--- config.mk ---
export PLATFORM = sky130hd
export DESIGN_NAME = odfsm_top
export DESIGN_NICKNAME = d
export VERILOG_FILES = /design/src/odfsm_pkg.sv /design/src/odfsm_div_if.sv /design/src/odfsm_top.sv /design/src/odfsm_frac_div.sv
export SDC_FILE = /design/constraint.sdc
export NUM_CORES = 1
export LEC_CHECK = 0
export ABC_AREA = 1
export BUFFER_PORTS_ARGS = -buffer_cell sky130_fd_sc_hd__buf_2
export CAP_MARGIN = 20
export CORE_ASPECT_RATIO = 1.2
export CORE_MARGIN = 5
export CORE_UTILIZATION = 55
export DETAILED_ROUTE_END_ITERATION = 6
export PLACE_DENSITY = 0.74
export SYNTH_ARGS = -nofsm -noshare
export SYNTH_HDL_FRONTEND = slang
export SYNTH_SLANG_ARGS = --single-unit
export TNS_END_PERCENT = 5
--- constraint.sdc ---
create_clock -name pclk -period 3.6 [get_ports pclk]
set_input_delay 0.36 -clock pclk [delete_from_list [all_inputs] [get_ports pclk]]
set_output_delay 0.36 -clock pclk [all_outputs]
set_load 0.02 [all_outputs]
--- src/odfsm_pkg.sv ---
`default_nettype none

package odfsm_pkg;

    // -------------------------------------------------------------------------
    // Widths
    // -------------------------------------------------------------------------
    localparam int          FRAC_W      = 28;
    localparam int          INT_W       = 18;
    localparam int          IDX_W       = 10;           // Register index bits
    localparam int          ADDR_W      = IDX_W + 2;    // Byte address = 4 * index
    localparam int          PAIRS       = 3;            // Fractional pairs 1 to 3
    localparam int          SEL_W       = 2;

    // -------------------------------------------------------------------------
    // Register indices (byte address is four times the index)
    // -------------------------------------------------------------------------
    localparam logic [IDX_W-1:0] IDX_FRAC1_B3 = 10'h057;
    localparam logic [IDX_W-1:0] IDX_FRAC1_B2 = 10'h058;
    localparam logic [IDX_W-1:0] IDX_FRAC1_B1 = 10'h059;
    localparam logic [IDX_W-1:0] IDX_FRAC1_B0 = 10'h05A;
    localparam logic [IDX_W-1:0] IDX_FRAC2_B3 = 10'h05B;
    localparam logic [IDX_W-1:0] IDX_FRAC2_B2 = 10'h05C;
    localparam logic [IDX_W-1:0] IDX_FRAC2_B1 = 10'h05D;
    localparam logic [IDX_W-1:0] IDX_FRAC2_B0 = 10'h05E;
    localparam logic [IDX_W-1:0] IDX_FRAC3_B3 = 10'h05F;
    localparam logic [IDX_W-1:0] IDX_FRAC3_B2 = 10'h060;
    localparam logic [IDX_W-1:0] IDX_FRAC3_B1 = 10'h061;
    localparam logic [IDX_W-1:0] IDX_FRAC3_B0 = 10'h062;
    localparam logic [IDX_W-1:0] IDX_SYNC_SRC = 10'h063;
    localparam logic [IDX_W-1:0] IDX_SPARE_A  = 10'h064;
    localparam logic [IDX_W-1:0] IDX_SPARE_B  = 10'h065;
    localparam logic [IDX_W-1:0] IDX_SPARE_C  = 10'h066;

    // Each pair: ordered most significant byte first
    localparam logic [PAIRS-1:0][3:0][IDX_W-1:0] IDX_FRAC = '{
        '{IDX_FRAC3_B0, IDX_FRAC3_B1, IDX_FRAC3_B2, IDX_FRAC3_B3},
        '{IDX_FRAC2_B0, IDX_FRAC2_B1, IDX_FRAC2_B2, IDX_FRAC2_B3},
        '{IDX_FRAC1_B0, IDX_FRAC1_B1, IDX_FRAC1_B2, IDX_FRAC1_B3}};

    // -------------------------------------------------------------------------
    // Field positions
    // -------------------------------------------------------------------------
    localparam int          SYNC_HOLD_BIT = 7;
    localparam int          SEL3_LSB      = 4;
    localparam int          SEL2_LSB      = 0;
    localparam logic [7:0]  FRAC_TOP_MASK = 8'h0F;      // Upper nibble reserved

    // -------------------------------------------------------------------------
    // Reset values
    // -------------------------------------------------------------------------
    localparam logic [FRAC_W-1:0] FRAC_RST = 28'h0000000;
    localparam logic              SYNC_RST = 1'b0;
    localparam logic [SEL_W-1:0]  SEL_RST  = 2'h0;

    // -------------------------------------------------------------------------
    // Source selector codes
    // -------------------------------------------------------------------------
    localparam logic [SEL_W-1:0]  SRC_PLL  = 2'h0;
    localparam logic [SEL_W-1:0]  SRC_REF0 = 2'h1;
    localparam logic [SEL_W-1:0]  SRC_REF1 = 2'h2;
    localparam logic [SEL_W-1:0]  SRC_XTAL = 2'h3;

endpackage : odfsm_pkg

`default_nettype wire

--- src/odfsm_div_if.sv ---
`timescale 1ns/1ps
`default_nettype none

// -----------------------------------------------------------------------------
// Control and result of one fractional output divider
// -----------------------------------------------------------------------------
interface odfsm_div_if;
    logic                                hold;
    logic                                tick;
    logic [odfsm_pkg::INT_W-1:0]         int_word;
    logic [odfsm_pkg::FRAC_W-1:0]        frac_word;
    logic                                clk_out;

    modport ctrl (output hold, output tick, output int_word, output frac_word, input clk_out);
    modport div  (input hold, input tick, input int_word, input frac_word, output clk_out);
endinterface : odfsm_div_if

`default_nettype wire

--- src/odfsm_top.sv ---
// Function
// - Pairs 1 to 3 each hold a 28-bit fraction word, reset to zero, whose fraction is twice the word over 2^28.
// - Only pairs 1 to 3 carry a fraction word; pair 0 has none.
// - Setting the sync bit from 0 to 1 holds every PLL-derived divider in reset while it stays 1.
// - Clearing the sync bit from 1 to 0 releases all those dividers in the same cycle.
// - On that release the coarse phase adjustment of each affected output is cleared to zero.
// - The sync bit resets to zero, so dividers run after power-up.
// - Both selectors reset to the PLL code.
`timescale 1ns/1ps
`default_nettype none

module odfsm_top (
    // Clock and reset
    input  wire logic                                      pclk,
    input  wire logic                                      presetn,
    // APB slave
    input  wire logic                                      psel,
    input  wire logic                                      penable,
    input  wire logic                                      pwrite,
    input  wire logic [odfsm_pkg::ADDR_W-1:0]              paddr,
    input  wire logic [31:0]                               pwdata,
    output logic      [31:0]                               prdata,
    output logic                                           pready,
    output logic                                           pslverr,
    // PLL side, same clock domain
    input  wire logic                                      pll_tick,
    input  wire logic [odfsm_pkg::PAIRS-1:0][odfsm_pkg::INT_W-1:0] output_integer_word,
    // Alternate sources, asynchronous pins
    input  wire logic                                      ref_input_zero,
    input  wire logic                                      ref_input_one,
    input  wire logic                                      xtal_input,
    // Outputs
    output logic      [odfsm_pkg::PAIRS-1:0]               clock_output_pair,
    output logic                                           divider_sync_hold,
    output logic                                           phase_adjust_clear
);

    // -------------------------------------------------------------------------
    // State
    // -------------------------------------------------------------------------
    typedef struct packed {
        logic [odfsm_pkg::PAIRS-1:0][31:0]              frac_stage;
        logic [odfsm_pkg::PAIRS-1:0][odfsm_pkg::FRAC_W-1:0] frac_live;
        logic                                           sync_hold;
        logic [odfsm_pkg::SEL_W-1:0]                    sel2;
        logic [odfsm_pkg::SEL_W-1:0]                    sel3;
        logic                                           phase_clr;
        logic [2:0]                                     pin_ff1;
        logic [2:0]                                     pin_ff2;
        logic [odfsm_pkg::PAIRS-1:0]                    pair_out;
        logic [31:0]                                    rdata;
        logic                                           ready;
        logic                                           slverr;
    } odfsm_top_s;

    odfsm_top_s st_reg;
    odfsm_top_s st_next;

    logic [odfsm_pkg::PAIRS-1:0] div_out;

    // -------------------------------------------------------------------------
    // Fraction dividers, one per pair 1 to 3
    // -------------------------------------------------------------------------
    // Pair 0 has its own integer divider elsewhere and no fraction word
    generate
        for (genvar p = 0; p < odfsm_pkg::PAIRS; p++) begin : g_div
            odfsm_div_if dif ();
            // Every divider shares one hold so all restart on the same edge
            assign dif.hold      = st_reg.sync_hold;
            assign dif.tick      = pll_tick;
            assign dif.int_word  = output_integer_word[p];
            assign dif.frac_word = st_reg.frac_live[p];
            assign div_out[p]    = dif.clk_out;

            odfsm_frac_div u_div (
                .pclk    (pclk),
                .presetn (presetn),
                .d       (dif)
            );
        end
    endgenerate

    // -------------------------------------------------------------------------
    // Next state
    // -------------------------------------------------------------------------
    // Zero-wait APB: answer prepared in setup, taken at the access edge
    always_comb begin
        logic [odfsm_pkg::IDX_W-1:0] idx;
        logic                        setup;
        logic                        wr;
        logic                        hit;
        logic [7:0]                  rbyte;
        logic [7:0]                  wbyte;
        logic [2:0]                  ref_sync;
        logic [odfsm_pkg::SEL_W-1:0] sel;
        idx      = paddr[odfsm_pkg::ADDR_W-1:2];
        setup    = psel & ~penable;
        wr       = psel & penable & st_reg.ready & pwrite;
        hit      = 1'b0;
        rbyte    = 8'h00;
        wbyte    = pwdata[7:0];
        ref_sync = st_reg.pin_ff2;
        sel      = odfsm_pkg::SEL_RST;
        st_next  = st_reg;

        // Pins pass two flip-flops before anything looks at them
        st_next.pin_ff1 = {xtal_input, ref_input_one, ref_input_zero};
        st_next.pin_ff2 = st_reg.pin_ff1;

        // Fraction bytes, most significant first at the lowest index
        for (int p = 0; p < odfsm_pkg::PAIRS; p++) begin
            for (int k = 0; k < 4; k++) begin
                if (idx == odfsm_pkg::IDX_FRAC[p][k]) begin
                    hit   = 1'b1;
                    rbyte = st_reg.frac_stage[p][8*(3-k) +: 8];
                    if (wr) begin
                        st_next.frac_stage[p][8*(3-k) +: 8] = wbyte;
                        // Least significant byte closes the word
                        if (k == 3) begin
                            st_next.frac_live[p] = {st_reg.frac_stage[p][odfsm_pkg::FRAC_W-1:8], wbyte};
                        end
                    end
                end
            end
            // Top nibble of the first byte is reserved; keep it zero
            st_next.frac_stage[p][31:odfsm_pkg::FRAC_W] = '0;
        end

        // Sync and source control
        if (idx == odfsm_pkg::IDX_SYNC_SRC) begin
            hit   = 1'b1;
            rbyte = 8'h00;
            rbyte[odfsm_pkg::SYNC_HOLD_BIT]                    = st_reg.sync_hold;
            rbyte[odfsm_pkg::SEL3_LSB +: odfsm_pkg::SEL_W]     = st_reg.sel3;
            rbyte[odfsm_pkg::SEL2_LSB +: odfsm_pkg::SEL_W]     = st_reg.sel2;
            if (wr) begin
                st_next.sync_hold = pwdata[odfsm_pkg::SYNC_HOLD_BIT];
                st_next.sel3      = pwdata[odfsm_pkg::SEL3_LSB +: odfsm_pkg::SEL_W];
                st_next.sel2      = pwdata[odfsm_pkg::SEL2_LSB +: odfsm_pkg::SEL_W];
            end
        end

        // Spare source registers: mapped, read zero, writes dropped
        if (idx == odfsm_pkg::IDX_SPARE_A || idx == odfsm_pkg::IDX_SPARE_B ||
            idx == odfsm_pkg::IDX_SPARE_C) begin
            hit   = 1'b1;
            rbyte = 8'h00;
        end

        // One-cycle clear of coarse phase on the falling edge of the hold
        st_next.phase_clr = wr && (idx == odfsm_pkg::IDX_SYNC_SRC) &&
                            st_reg.sync_hold && !pwdata[odfsm_pkg::SYNC_HOLD_BIT];

        // Bus answer
        st_next.ready  = setup;
        st_next.slverr = setup & ~hit;
        st_next.rdata  = (setup && !pwrite) ? {24'h000000, rbyte} : 32'h00000000;

        // Output source mux for pairs 2 and 3; pair 1 is always the PLL
        st_next.pair_out[0] = div_out[0];
        for (int p = 1; p < odfsm_pkg::PAIRS; p++) begin
            sel = (p == 1) ? st_reg.sel2 : st_reg.sel3;
            unique case (sel)
                odfsm_pkg::SRC_PLL:  st_next.pair_out[p] = div_out[p];
                odfsm_pkg::SRC_REF0: st_next.pair_out[p] = ref_sync[0];
                odfsm_pkg::SRC_REF1: st_next.pair_out[p] = ref_sync[1];
                odfsm_pkg::SRC_XTAL: st_next.pair_out[p] = ref_sync[2];
            endcase
        end
    end

    // -------------------------------------------------------------------------
    // State register
    // -------------------------------------------------------------------------
    // Dividers run from power-up; both outputs start on the PLL
    always_ff @(posedge pclk or negedge presetn) begin
        if (!presetn) begin
            st_reg           <= '0;
            st_reg.frac_live <= {odfsm_pkg::PAIRS{odfsm_pkg::FRAC_RST}};
            st_reg.sync_hold <= odfsm_pkg::SYNC_RST;
            st_reg.sel2      <= odfsm_pkg::SEL_RST;
            st_reg.sel3      <= odfsm_pkg::SEL_RST;
        end else begin
            st_reg <= st_next;
        end
    end

    // -------------------------------------------------------------------------
    // Outputs, all straight from the state register
    // -------------------------------------------------------------------------
    assign prdata             = st_reg.rdata;
    assign pready             = st_reg.ready;
    assign pslverr            = st_reg.slverr;
    assign clock_output_pair  = st_reg.pair_out;
    assign divider_sync_hold  = st_reg.sync_hold;
    assign phase_adjust_clear = st_reg.phase_clr;

endmodule : odfsm_top

`default_nettype wire

--- src/odfsm_frac_div.sv ---
`timescale 1ns/1ps
`default_nettype none

module odfsm_frac_div (
    // Clock and reset
    input  wire logic  pclk,
    input  wire logic  presetn,
    // Divider control
    odfsm_div_if.div   d
);

    // -------------------------------------------------------------------------
    // State
    // -------------------------------------------------------------------------
    typedef struct packed {
        logic [odfsm_pkg::INT_W:0]    cnt;
        logic [odfsm_pkg::FRAC_W-1:0] acc;
        logic                         extra;
        logic                         out;
    } odfsm_div_s;

    odfsm_div_s st_reg;
    odfsm_div_s st_next;

    // Half period is int_word ticks, stretched by one whenever the
    // fraction accumulator carries, so the full ratio is 2*(int + frac/2^28)
    always_comb begin
        logic [odfsm_pkg::FRAC_W:0] sum;
        logic [odfsm_pkg::INT_W:0]  len;
        sum     = {1'b0, st_reg.acc} + {1'b0, d.frac_word};
        len     = {1'b0, d.int_word} + {{odfsm_pkg::INT_W{1'b0}}, st_reg.extra};
        st_next = st_reg;
        if (d.hold) begin
            st_next = '0;
        end else if (d.tick) begin
            if (st_reg.cnt + 19'h00001 >= len) begin
                st_next.cnt   = '0;
                st_next.out   = ~st_reg.out;
                st_next.acc   = sum[odfsm_pkg::FRAC_W-1:0];
                st_next.extra = sum[odfsm_pkg::FRAC_W];
            end else begin
                st_next.cnt = st_reg.cnt + 19'h00001;
            end
        end
    end

    // State register
    always_ff @(posedge pclk or negedge presetn) begin
        if (!presetn) begin
            st_reg <= '0;
        end else begin
            st_reg <= st_next;
        end
    end

    assign d.clk_out = st_reg.out;

endmodule : odfsm_frac_div

`default_nettype wire

==> reports/summary.log <==
[outcome] outcome finished clean
[power] leakage 12.3 nW
[yosys] average footprint of a synthesized cell 7.72 um^2
[drt] Routed Antenna Nets 0
[layout] Storage cell area 7910 um^2
[drt] post-route DRC violation count 0
[floorplanning] std cell rows 79
[power] Total Power 0.00796 W
[power] proportion of power drawn by combinational gates 4.6%
[power] switching share of power 22.9%
[timing] Setup TNS 0 ns
[place] number of instances in the placed design 3366
[setup_path] Critical R2R Capture g_div[2].u_div.st_reg[8]$_DFFE_PN0P_
[floorplanning] die area 43100 um^2
[setup_path] worst path cell trace ha_2 -> ha_4 -> nand3_4 -> nor2_4 -> nand4_4 -> nor4_4 -> nand3_2 -> nor2_2 -> nand2_1 -> xor2_1 -> ha_1 -> a21oi_1 -> o21ai_1 -> a21oi_1 -> nand4_1 -> o21ai_4 -> buf_12 -> clkbuf_16 -> nand2_1 -> o21ai_1
[power] power per unit of standard cell area 326 nW/um^2
[setup_path] Worst Setup End Kind flip-flop
[timing] final count of hold timing violations 0
[setup_path] critical path class reg -> reg
[clocking] Root Driver clkbuf_16
[layout] max reg flops 144
[setup_path] reg-to-reg slack, setup 0.06 ns
[floorplanning] Die Height 227 um
[layout] commonest cells after routing, fill and taps aside 668 x nand2_1, 315 x dfrtp_1, 282 x inv_1
[layout] area growth from synthesis to final layout 13.5%
[floorplanning] area of the core 38700 um^2
[layout] leading cell type in the layout, fill and taps excluded nand2_1
[layout] number of fill cells 3457
[clocking] clock latency reported for the late side of the worst-skew pair 0.55 ns
[setup_path] R2R cell count 20
[min_path] Hold Crit Depth 2
[floorplanning] num ports 146
[clocking] H-tree lvl count 2
[min_path] worst-case hold path end point pready$_DFF_PN0_
[place] minimum setup slack after placement -0.113 ns
[place] routability congestion estimate from global placement 0.981
[drt] initial drt markers 1373
[layout] count of placed standard cells in the final layout, fillers left out 3450
[yosys] count of cell types in the netlist 53
[global_route] first-pass GRT wire length 95400 um
[clocking] clock tree from TritonCTS yes
[timing] pin slew with the least headroom to its limit 0.889 ns
[global_route] pin count of the biggest net entering global routing 104
[layout] Nets 3157
[floorplanning] effective utilization at floorplan 55.5%
[setup_path] critical path fanouts, max 7
[floorplanning] width of the chip 190 um
[place] HPWL after detailed placement 44200 um
[place] number of input and output port buffers inserted 95
[global_route] antenna violations before repair 3
[layout] share of cells above drive strength 1 12.5%
[yosys] post-synthesis cell count 2784
[clocking] number of buffers inserted during clock tree synthesis 36
[timing] post-layout minimum cycle time 3.54 ns
[timing] final worst-path cycle share 98.4%
[power] VDD IR-drop max 317 uV
[drt] Routed wire per std cell 17.3 um
[drt] first drt pass iteration count 5
[timing] worst-case clock skew 0.0236 ns
[setup_path] cell with the largest stage delay on the worst path dfrtp_1
[clocking] number of clock sinks seen by CTS 316
[yosys] number of warning messages in the yosys log 0
[power] sequential power share 44.7%
[timing] maximum clock frequency 282 MHz
[global_route] GRT overflow 0
[timing] unrepaired setup endpoints after global routing yes
[setup_path] endpoint required time on the critical path 4.07 ns
[clocking] maximum buffer depth of the clock tree 3
[flow_run] count of maximum capacitance violations 0
[power] internal power summed over all cells 0.00614 W
[min_path] Worst Hold Class in -> reg
[layout] post-layout utilization of the core 63.0%
[min_path] min-delay src penable
[power] part of the total power dissipated in the clock network 50.7%
[global_route] number of global-route vias before repair 18800
[yosys] number of synthesized register bits 316
[timing] tightest slew margin relative to the limit 40.5%
[timing] Final Max Slew Viols 0
[setup_path] Startpoint Class flip-flop
[power] net switching component of the power 0.00182 W
[layout] area taken by multi-input logic gates 12300 um^2
[yosys] summed instance area of the synthesized netlist 21500 um^2
[timing] final setup fails 0
[setup_path] stage delay of the slowest cell on the critical path 0.38 ns
[setup_path] crit path DAT 4.01 ns
[global_route] global-route usage over all layers 26.9%
[drt] aggregate routed wire length 59700 um
[drt] average via count per standard cell 5.60
[setup_path] launch point of the worst reg-to-reg path g_div[2].u_div.st_reg[1]$_DFFE_PN0P_
[drt] total number of vias 19300
[clocking] clock input transition at the sequential cells of the worst setup and hold paths 0.06 ns
[timing] PnR worst setup slack 0.0587 ns
[yosys] portion of the post-synthesis area used by sequential elements 36.8%
power groups by stage:
| stage | Clock, W | Combinational (W) | Sequential [W] |
|---|---|---|---|
| 2_1_floorplan | 0 | 0.000166 | 0.00363 |
| 3_3_place_gp | 0 | 0.000336 | 0.00363 |
| 3_5_place_dp | 0 | 0.000346 | 0.00363 |
| 4_1_cts | 0.00410 | 0.000353 | 0.00356 |
| 5_1_grt | 0.00426 | 0.000406 | 0.00356 |
| 6_report | 0.00404 | 0.000362 | 0.00356 |
cells by family (layout without fill, tap and decap cells):
logic type	count (synthesis)	count (layout)	synth area share, %
simple gates	1224	1224	24.8
compound gates	498	498	12.2
buf+inv	392	508	7.83
flops	316	316	36.8
fa+ha+maj	153	153	9.01
xor+xnor	152	152	6.19
mux	48	48	3.09
other cells	1	25	0.0174
worst max path at each step:
stage,start,endpoint,cells past startpoint
after floorplan,output_integer_word[36],g_div[2].u_div.st_reg[39]$_DFFE_PN0P_,19
after global placement,output_integer_word[36],g_div[2].u_div.st_reg[29]$_DFFE_PN0P_,20
after detailed placement,g_div[1].u_div.st_reg[1]$_DFFE_PN0P_,g_div[1].u_div.st_reg[22]$_DFFE_PN0P_,20
after CTS,g_div[0].u_div.st_reg[1]$_DFFE_PN0P_,g_div[0].u_div.st_reg[1]$_DFFE_PN0P_,20
after global routing,g_div[2].u_div.st_reg[1]$_DFFE_PN0P_,g_div[2].u_div.st_reg[8]$_DFFE_PN0P_,20
final,g_div[2].u_div.st_reg[1]$_DFFE_PN0P_,g_div[2].u_div.st_reg[8]$_DFFE_PN0P_,20
final cells by class:
class / instances / area share (%)
diodes: 1 / 0.0103
clock buffers: 42 / 4.04
clock inverters: 22 / 1.30
inverters: 298 / 4.61
multi-input cells: 2099 / 50.4
flip-flops and latches: 316 / 32.4
well taps: 526 / 2.70
repair buffers: 146 / 4.53
per-layer routing:
metal | GRT usage [%] | wire, um | vias to the layer above
li1 | - | - | 9446
met5 | 0 | 25 | -
met4 | 9.69 | 2150 | 4
met2 | 46.6 | 29000 | 555
met3 | 3.45 | 3210 | 135
met1 | 34.9 | 25300 | 9166
timing repair:
action                     in CTS  in global routing
pin swaps                       0                 30
setup endpoints to repair      68                147
hold buffers                    4                  0
setup buffers                   0                  9
gates resized for setup         4                111
hold endpoints to repair      101                  0
cloned                          0                  6
critical path: cells and delay by family, from the launching register on:
| family | cells | cell delay [ns] |
|---|---|---|
| xor gates and xnor gates | 1 | 0.17 |
| buffers and inverters | 2 | 0.31 |
| adders and majority gates | 3 | 0.70 |
| DFF | 1 | 0.38 |
| AOI/OAI and AO/OA | 5 | 0.66 |
| and+or+nand+nor | 9 | 1.22 |
cell usage after synthesis, drive strengths merged:
library cell	instances	share of area, %
nand2	689	12
dfrtp	316	37
o21ai	298	6.9
inv	297	5.2
nor2	211	4.1
nand3	180	4.3
ha	150	8.7
a21oi	143	3.3
xor2	87	3.5
buf	69	2.2
xnor2	65	2.6
nand4	62	1.9
nor3	48	1.3
mux2	47	3.0
clkbuf	25	0.44
nor4	19	0.61
o21bai	11	0.38
a21o	10	0.35
o22ai	7	0.20
nand3b	6	0.21
o211ai	6	0.21
o21a	6	0.21
a211oi	4	0.14
a21boi	4	0.14
nor3b	4	0.14
a31oi	3	0.087
fa	3	0.28
o2111ai	3	0.12
and2	2	0.058
o221ai	2	0.082
or2	2	0.058
and3	1	0.029
clkinv	1	0.017
conb	1	0.017
mux2i	1	0.047
o31ai	1	0.035
stage by stage:
step	hold slack [ns]	cell area, um^2
after floorplan	0.0644	21600
after global placement	0.383	22500
after detailed placement	0.380	22500
after CTS	0.0360	23900
after global routing	0.0701	24400
final	0.0602	24400
Power figures use the tool's default switching activity.
